==> config.mk <==
export PLATFORM = sky130hd
export DESIGN_NAME = latch_input_select_output_invert
export DESIGN_NICKNAME = d
export VERILOG_FILES = /design/src/latch_sel_pkg.sv /design/src/latch_input_select_output_invert.sv
export VERILOG_INCLUDE_DIRS = /design/src
export SDC_FILE = /design/constraint.sdc
export NUM_CORES = 1
export LEC_CHECK = 0
export BUFFER_PORTS_ARGS = -buffer_cell sky130_fd_sc_hd__buf_2
export CAP_MARGIN = 20
export CORE_ASPECT_RATIO = 0.8
export CORE_MARGIN = 2
export CORE_UTILIZATION = 35
export CTS_CLUSTER_DIAMETER = 60
export DETAILED_ROUTE_END_ITERATION = 12
export GPL_ROUTABILITY_DRIVEN = 0
export PLACE_DENSITY = 0.68
export REMOVE_ABC_BUFFERS = 1
export SYNTH_ARGS = -nofsm -noshare
export SYNTH_HDL_FRONTEND = slang
export SYNTH_SLANG_ARGS = --single-unit
==> constraint.sdc <==
create_clock -name pclk -period 2.2 [get_ports pclk]
set_clock_uncertainty 0.05 [all_clocks]
set_input_delay 0.22 -clock pclk [delete_from_list [all_inputs] [get_ports pclk]]
set_output_delay 0.22 -clock pclk [all_outputs]
set_load 0.01 [all_outputs]
==> src/latch_sel_defs.svh <==
// constants for the latch input select and output invert block
`ifndef LATCH_SEL_DEFS_SVH
`define LATCH_SEL_DEFS_SVH
`define SEL_ADDR_INPUT       12'h000
`define SEL_ADDR_LATCH_OUT   12'h004
`define SEL_ADDR_STATUS      12'h008
`define SEL_ADDR_RESTART     12'h00C
`define SEL_INPUT_RESET      32'h0000_0000
`define SEL_LATCH_OUT_RESET  32'h0000_0000
`define SEL_DIGIT_W          4
`define SEL_LATCH_N          3
`define SEL_OUT_N            4
`define SEL_INV_LSB          12
`define SEL_CODE_ON_LO       4'h5
`define SEL_CODE_ON_HI       4'h7
`define SEL_CODE_OFF_LO      4'hD
`define SEL_CODE_OFF_HI      4'hF
`define SEL_RESTART_KEY      32'h0000_0001
`endif

==> src/latch_sel_pkg.sv <==
// types for the latch input select and output invert block
package latch_sel_pkg;
   typedef logic [3:0] sel_digit_t;
   typedef struct packed
   {
      logic [31:0] input_assign_setting_reg;
      logic [31:0] latch_and_output_setting_reg;
      logic [15:0] active_setting_reg;
      logic [2:0]  latch_reg;
      logic [3:0]  out_term_reg;
      logic [31:0] prdata_reg;
      logic        pready_reg;
      logic        pslverr_reg;
      logic        pending_reg;
   } sel_state_t;
endpackage : latch_sel_pkg

==> src/latch_input_select_output_invert.sv <==
// latch input routing and output terminal inversion with apb setting registers
// Contract
// - codes 0-4 and 8-C hold latch inactive
// - codes 5-7 route terminal five-seven, active ON
// - codes D-F route terminal five-seven, active OFF
// - separate digits for latch two and three
// - latch two/three digits decode like latch one
// - per output inversion bit, 1 complements
// - lowest digit selects latch signal one
`timescale 1ns/1ps
`include "latch_sel_defs.svh"
module latch_input_select_output_invert
(
   // apb
   input  wire logic        pclk,
   input  wire logic        presetn,
   input  wire logic        psel,
   input  wire logic        penable,
   input  wire logic        pwrite,
   input  wire logic [11:0] paddr,
   input  wire logic [31:0] pwdata,
   output logic      [31:0] prdata,
   output logic             pready,
   output logic             pslverr,
   // connector inputs
   input  wire logic        input_terminal_five,
   input  wire logic        input_terminal_six,
   input  wire logic        input_terminal_seven,
   // internal output states, terminal zero first
   input  wire logic [3:0]  out_state,
   // routed latch signals and output terminals
   output logic             latch_signal_one,
   output logic             latch_signal_two,
   output logic             latch_signal_three,
   output logic      [3:0]  output_terminal
);
   import latch_sel_pkg::*;

   sel_state_t s_reg;
   sel_state_t s_next;

   function automatic logic route_latch(input sel_digit_t code, input logic [2:0] term);
      logic hit;
      hit = 1'b0;
      if (code >= `SEL_CODE_ON_LO && code <= `SEL_CODE_ON_HI)
      begin
         hit = term[2'(code - `SEL_CODE_ON_LO)];
      end
      else if (code >= `SEL_CODE_OFF_LO)
      begin
         hit = ~term[2'(code - `SEL_CODE_OFF_LO)];
      end
      // all other codes leave hit low
      return hit;
   endfunction : route_latch

   logic [2:0]  terms;
   logic        wr_acc;
   logic        rd_acc;
   assign terms  = {input_terminal_seven, input_terminal_six, input_terminal_five};
   // pready high blocks a second take before the master drops penable
   assign wr_acc = psel && penable && pwrite && !s_reg.pready_reg;
   assign rd_acc = psel && penable && !pwrite && !s_reg.pready_reg;

   always_comb
   begin
      s_next = s_reg;
      s_next.pready_reg  = 1'b0;
      s_next.pslverr_reg = 1'b0;
      if (wr_acc || rd_acc)
      begin
         s_next.pready_reg = 1'b1;
         if (paddr == `SEL_ADDR_INPUT)
         begin
            if (wr_acc)
            begin
               s_next.input_assign_setting_reg = pwdata;
               s_next.pending_reg = 1'b1;
            end
            s_next.prdata_reg = s_reg.input_assign_setting_reg;
         end
         else if (paddr == `SEL_ADDR_LATCH_OUT)
         begin
            if (wr_acc)
            begin
               // upper half has no fields, so it never stores
               s_next.latch_and_output_setting_reg = {16'h0000, pwdata[15:0]};
               s_next.pending_reg = 1'b1;
            end
            s_next.prdata_reg = s_reg.latch_and_output_setting_reg;
         end
         else if (paddr == `SEL_ADDR_STATUS)
         begin
            s_next.prdata_reg = {24'h000000, s_reg.pending_reg, s_reg.out_term_reg,
                                 s_reg.latch_reg};
         end
         else if (paddr == `SEL_ADDR_RESTART)
         begin
            // a restart key copies the stored latch and output setting into the live set
            if (wr_acc && pwdata == `SEL_RESTART_KEY)
            begin
               s_next.active_setting_reg =
                  s_reg.latch_and_output_setting_reg[15:0];
               s_next.pending_reg = 1'b0;
            end
            s_next.prdata_reg = 32'h0000_0000;
         end
         else
         begin
            s_next.pslverr_reg = 1'b1;
            s_next.prdata_reg  = 32'h0000_0000;
         end
         if (!rd_acc)
         begin
            s_next.prdata_reg = 32'h0000_0000;
         end
      end
      // live routing uses only the latched copy, never the pending one
      s_next.latch_reg[0] = route_latch(s_reg.active_setting_reg[3:0], terms);
      s_next.latch_reg[1] = route_latch(s_reg.active_setting_reg[7:4], terms);
      s_next.latch_reg[2] = route_latch(s_reg.active_setting_reg[11:8], terms);
      s_next.out_term_reg = out_state ^ s_reg.active_setting_reg[15:12];
   end

   always_ff @(posedge pclk or negedge presetn)
   begin
      if (!presetn)
      begin
         // live set clears too, so routing restarts all inactive
         s_reg.input_assign_setting_reg     <= `SEL_INPUT_RESET;
         s_reg.latch_and_output_setting_reg <= `SEL_LATCH_OUT_RESET;
         s_reg.active_setting_reg           <= 16'(`SEL_LATCH_OUT_RESET);
         s_reg.latch_reg                    <= 3'h0;
         s_reg.out_term_reg                 <= 4'h0;
         s_reg.prdata_reg                   <= 32'h0000_0000;
         s_reg.pready_reg                   <= 1'b0;
         s_reg.pslverr_reg                  <= 1'b0;
         s_reg.pending_reg                  <= 1'b0;
      end
      else
      begin
         s_reg <= s_next;
      end
   end

   assign prdata             = s_reg.prdata_reg;
   assign pready             = s_reg.pready_reg;
   assign pslverr            = s_reg.pslverr_reg;
   assign latch_signal_one   = s_reg.latch_reg[0];
   assign latch_signal_two   = s_reg.latch_reg[1];
   assign latch_signal_three = s_reg.latch_reg[2];
   assign output_terminal    = s_reg.out_term_reg;

   // latches are registered, so each check but chk_err_with_ready looks one edge on
   chk_code_inactive: assert property (@(posedge pclk) disable iff (!presetn)
      (s_reg.active_setting_reg[3:0] <= 4'h4)
      |=> !latch_signal_one)
      else $error("latch one active for inactive code");

   chk_on_route: assert property (@(posedge pclk) disable iff (!presetn)
      (s_reg.active_setting_reg[7:4] == 4'h6)
      |=> latch_signal_two == $past(input_terminal_six))
      else $error("latch two not following terminal six");

   chk_off_route: assert property (@(posedge pclk) disable iff (!presetn)
      (s_reg.active_setting_reg[11:8] == 4'hF)
      |=> latch_signal_three == !$past(input_terminal_seven))
      else $error("latch three not inverse of terminal seven");

   chk_mid_inactive: assert property (@(posedge pclk) disable iff (!presetn)
      (s_reg.active_setting_reg[11:8] inside {[4'h8:4'hC]})
      |=> !latch_signal_three)
      else $error("latch three active for inactive code");

   chk_invert_out: assert property (@(posedge pclk) disable iff (!presetn)
      1'b1
      |=> output_terminal == ($past(out_state) ^ $past(s_reg.active_setting_reg[15:12])))
      else $error("output terminal inversion wrong");

   chk_no_live_change: assert property (@(posedge pclk) disable iff (!presetn)
      (wr_acc && paddr == `SEL_ADDR_LATCH_OUT)
      |=> $stable(s_reg.active_setting_reg))
      else $error("setting applied without restart");

   chk_one_digit: assert property (@(posedge pclk) disable iff (!presetn)
      (s_reg.active_setting_reg[3:0] == 4'hD)
      |=> latch_signal_one == !$past(input_terminal_five))
      else $error("latch one not inverse of terminal five");

   chk_two_indep: assert property (@(posedge pclk) disable iff (!presetn)
      (s_reg.active_setting_reg[7:4] == 4'h0)
      |=> !latch_signal_two)
      else $error("latch two active for code zero");

   chk_apb_ready: assert property (@(posedge pclk) disable iff (!presetn)
      (psel && penable && !pready)
      |=> pready)
      else $error("apb answer late");

   chk_one_mid_off: assert property (@(posedge pclk) disable iff (!presetn)
      (s_reg.active_setting_reg[3:0] inside {[4'h8:4'hC]})
      |=> !latch_signal_one)
      else $error("latch one active for middle code");

   chk_two_low_off: assert property (@(posedge pclk) disable iff (!presetn)
      (s_reg.active_setting_reg[7:4] inside {[4'h1:4'h4]})
      |=> !latch_signal_two)
      else $error("latch two active for low code");

   chk_three_low_off: assert property (@(posedge pclk) disable iff (!presetn)
      (s_reg.active_setting_reg[11:8] <= 4'h4)
      |=> !latch_signal_three)
      else $error("latch three active for low code");

   chk_on_five: assert property (@(posedge pclk) disable iff (!presetn)
      (s_reg.active_setting_reg[3:0] == 4'h5)
      |=> latch_signal_one == $past(input_terminal_five))
      else $error("latch one not following terminal five");

   chk_on_seven: assert property (@(posedge pclk) disable iff (!presetn)
      (s_reg.active_setting_reg[11:8] == 4'h7)
      |=> latch_signal_three == $past(input_terminal_seven))
      else $error("latch three not following terminal seven");

   chk_two_on_five: assert property (@(posedge pclk) disable iff (!presetn)
      (s_reg.active_setting_reg[7:4] == 4'h5)
      |=> latch_signal_two == $past(input_terminal_five))
      else $error("latch two not following terminal five");

   chk_three_on_six: assert property (@(posedge pclk) disable iff (!presetn)
      (s_reg.active_setting_reg[11:8] == 4'h6)
      |=> latch_signal_three == $past(input_terminal_six))
      else $error("latch three not following terminal six");

   chk_one_on_six: assert property (@(posedge pclk) disable iff (!presetn)
      (s_reg.active_setting_reg[3:0] == 4'h6)
      |=> latch_signal_one == $past(input_terminal_six))
      else $error("latch one not following terminal six");

   chk_one_on_seven: assert property (@(posedge pclk) disable iff (!presetn)
      (s_reg.active_setting_reg[3:0] == 4'h7)
      |=> latch_signal_one == $past(input_terminal_seven))
      else $error("latch one not following terminal seven");

   chk_off_six: assert property (@(posedge pclk) disable iff (!presetn)
      (s_reg.active_setting_reg[7:4] == 4'hE)
      |=> latch_signal_two == !$past(input_terminal_six))
      else $error("latch two not inverse of terminal six");

   chk_off_five: assert property (@(posedge pclk) disable iff (!presetn)
      (s_reg.active_setting_reg[11:8] == 4'hD)
      |=> latch_signal_three == !$past(input_terminal_five))
      else $error("latch three not inverse of terminal five");

   chk_two_off_seven: assert property (@(posedge pclk) disable iff (!presetn)
      (s_reg.active_setting_reg[7:4] == 4'hF)
      |=> latch_signal_two == !$past(input_terminal_seven))
      else $error("latch two not inverse of terminal seven");

   chk_one_off_seven: assert property (@(posedge pclk) disable iff (!presetn)
      (s_reg.active_setting_reg[3:0] == 4'hF)
      |=> latch_signal_one == !$past(input_terminal_seven))
      else $error("latch one not inverse of terminal seven");

   chk_out_pass: assert property (@(posedge pclk) disable iff (!presetn)
      (s_reg.active_setting_reg[15:12] == 4'h0)
      |=> output_terminal == $past(out_state))
      else $error("output terminal changed without inversion");

   chk_out_all_inv: assert property (@(posedge pclk) disable iff (!presetn)
      (s_reg.active_setting_reg[15:12] == 4'hF)
      |=> output_terminal == ~$past(out_state))
      else $error("output terminal not fully inverted");

   chk_restart_apply: assert property (@(posedge pclk) disable iff (!presetn)
      (wr_acc && paddr == `SEL_ADDR_RESTART && pwdata == `SEL_RESTART_KEY)
      |=> s_reg.active_setting_reg == $past(s_reg.latch_and_output_setting_reg[15:0]))
      else $error("restart did not apply stored setting");

   chk_input_no_live: assert property (@(posedge pclk) disable iff (!presetn)
      (wr_acc && paddr == `SEL_ADDR_INPUT)
      |=> $stable(s_reg.active_setting_reg))
      else $error("input setting write changed live set");

   chk_pending_set: assert property (@(posedge pclk) disable iff (!presetn)
      (wr_acc && paddr == `SEL_ADDR_LATCH_OUT)
      |=> s_reg.pending_reg)
      else $error("pending not set by setting write");

   chk_ready_pulse: assert property (@(posedge pclk) disable iff (!presetn)
      pready
      |=> !pready)
      else $error("apb ready longer than one cycle");

   chk_err_with_ready: assert property (@(posedge pclk) disable iff (!presetn)
      pslverr
      |-> pready)
      else $error("apb error without ready");

   cov_restart: cover property (@(posedge pclk) disable iff (!presetn)
      wr_acc && paddr == `SEL_ADDR_RESTART);

   cov_on_hit: cover property (@(posedge pclk) disable iff (!presetn)
      latch_signal_one && s_reg.active_setting_reg[3:0] == 4'h5);

   cov_off_hit: cover property (@(posedge pclk) disable iff (!presetn)
      latch_signal_two && s_reg.active_setting_reg[7:4] == 4'hE);

   cov_all_invert: cover property (@(posedge pclk) disable iff (!presetn)
      s_reg.active_setting_reg[15:12] == 4'hF && output_terminal == 4'h0);

   cov_bad_addr: cover property (@(posedge pclk) disable iff (!presetn)
      pslverr);
endmodule : latch_input_select_output_invert

==> reports/results.tsv <==
metric	value	unit
routed-via-count	3109	
diodes	0	
tritoncts	done	
clk_latency	0.35	ns
slew_headroom	0.592	
fillers	1281	
first_global_vias	3252	
largest_register_ffs	65	
avgSynthCellArea	12.8	sq um
wl	10.9	mm
ys.warnings.count	0	
required	2.38	ns
die-area	14700	sq um
via_per_inst	4.87	
synth-edff-count	0	
dp_slack	0.0668	ns
ys.flop_type	dfrtp_1	
p_leak	2.97	nW
cts-resized-gates	0	
die_w	135	um
fin_ws	0.238	ns
layout.cells.most_common_list	dfrtp_1 (106), buf_2 (95), mux2_2 (52)	
syn_area	4820	sq um
rsz0062_at_grt	false	
drv_cap	0	
grt_usage	0.156	
yosysTopAreaCell	dfrtp_1	
vdd_drop_max	0.373	mV
fmax	510	MHz
cts_buffers	9	
end_kind	register	
setup_violations	0	
netlist_top_cells_area	dfrtp_1 (55%), mux2_2 (12%), buf_4 (5.8%)	
synth-seq-cells	106	
multiInputGateArea	1750	sq um
fp-row-count	38	
io_pins	97	
grt_max_degree	45	
layout_worst_path_cycle_share	0.892	
p_per_area	683	nW/um^2
synth.top_cell.area_share	0.550	
synthArstFlopShare	1.00	
hold_path_class	in2reg	
io_buffers	96	
criticalPathCategory	reg2reg	
cts.sinks	106	
outcome	complete, no violations	
antenna_found_initial	1	
critPathMaxFanout	6	
ys_types	36	
area_growth	18.2	%
slew_violations	0	
initial_core_util	0.357	
clkTransAtPathRegs	0.07	ns
die_h	109	um
total_power	0.00389	W
drive_gt1_frac	0.425	
crit_arrival	2.14	ns
wl_per_cell	17.1	um
hold_slack	0.0283	ns
grt-ovfl-total	0	
layout.cells.non_filler	639	
cts_buffer_depth	2	
worst_slew_pin_slew	0.611	ns
ctsRootBufferMaster	clkbuf_16	
synthCells	378	
start_kind	register	
dp.cells	619	
drt_iter0_drc	156	
grt_pass1_wl	17.3	mm
seq_area	2650	sq um
layout_commonest_cell	dfrtp_1	
cts_max_level	3	
ys_seq_area_frac	0.550	
core-area	13500	sq um
drtAntennaViolNets	0	
firstDrtPassIters	4	
place_hpwl	7.94	mm
min_period	1.96	ns
finalHoldViolCount	0	
fin_setup_tns	0	ns
nets	516	
drc	0	
synthesized netlist by cell type (6+ instances only):
master and number:
buf_4 37, buf_2 6, a22o_1 16, o21ai_0 14, dfrtp_1 106, inv_1 18
a21oi_1 8, o221ai_1 8, mux2i_1 11, nor2_1 7, ha_1 6, nand2_1 25
mux2_4 9, mux2_2 52, clkbuf_1 7, nor2b_1 8
worst max-delay path, cell delays in order (launching register included):
cell and delay [ns]:
dfrtp_1 0.39, nand3b_1 0.18, inv_1 0.12, nand4_4 0.14
nor4_4 0.40, buf_4 0.23, mux2_2 0.34
where the power goes:
group / switching [W] / total [W] / internal, W / leakage [nW]
logic: 0.000124 / 0.000198 / 0.0000732 / 1.35
registers: 0.00000404 / 0.00196 / 0.00195 / 1.47
clock network: 0.000729 / 0.00174 / 0.00101 / 0.154
path summary, 6_finish.rpt:
check	start	to	slack, ns	depth (start not counted)
max	pready	s_reg[46]	0.24	6
max reg2reg	pready	s_reg[46]	0.24	6
min in group asynchronous	presetn	prdata[19]	0.39	2
min reg2reg	s_reg[57]	output_terminal[3]	0.42	1
max in group asynchronous	presetn	s_reg[46]	1.12	3
min	out_state[1]	output_terminal[1]	0.03	2
what timing repair did:
action                                 in CTS  in global routing
endpoints found under the hold margin      45                  0
setup buffers                               0                  0
hold buffers                                4                  0
cell type report:
cell class | count | area share
Multi-Input combinational cell | 202 | 0.308
Timing Repair Buffer | 117 | 0.119
Sequential cell | 106 | 0.465
Inverter | 18 | 0.0119
Clock inverter | 7 | 0.0176
Clock buffer | 9 | 0.0395
Tap cell | 180 | 0.0395
layer usage:
metal / wire length [um] / global-route usage
met3: 647 / 0.0502
met5: 13 / 0
met2: 4890 / 0.247
met1: 5260 / 0.210
met4: 132 / 0.0387
kinds of logic (layout without fill, tap and decap cells):
group,Yosys count,after routing,synth area share
xor gates and xnor gates,7,7,0.0127
muxes,75,75,0.179
AOI/OAI and AO/OA,48,48,0.0693
buffers and inverters,70,151,0.0864
adders and majority gates,6,6,0.0156
DFF,106,106,0.550
and+or+nand+nor,66,66,0.0867
through the flow:
stage          utilization  area, sq um
2_1_floorplan            -         4470
3_3_place_gp         0.395         5330
3_5_place_dp         0.395         5330
4_1_cts              0.422         5700
5_1_grt              0.422         5700
6_report             0.422         5700
Power figures use the tool's default switching activity.
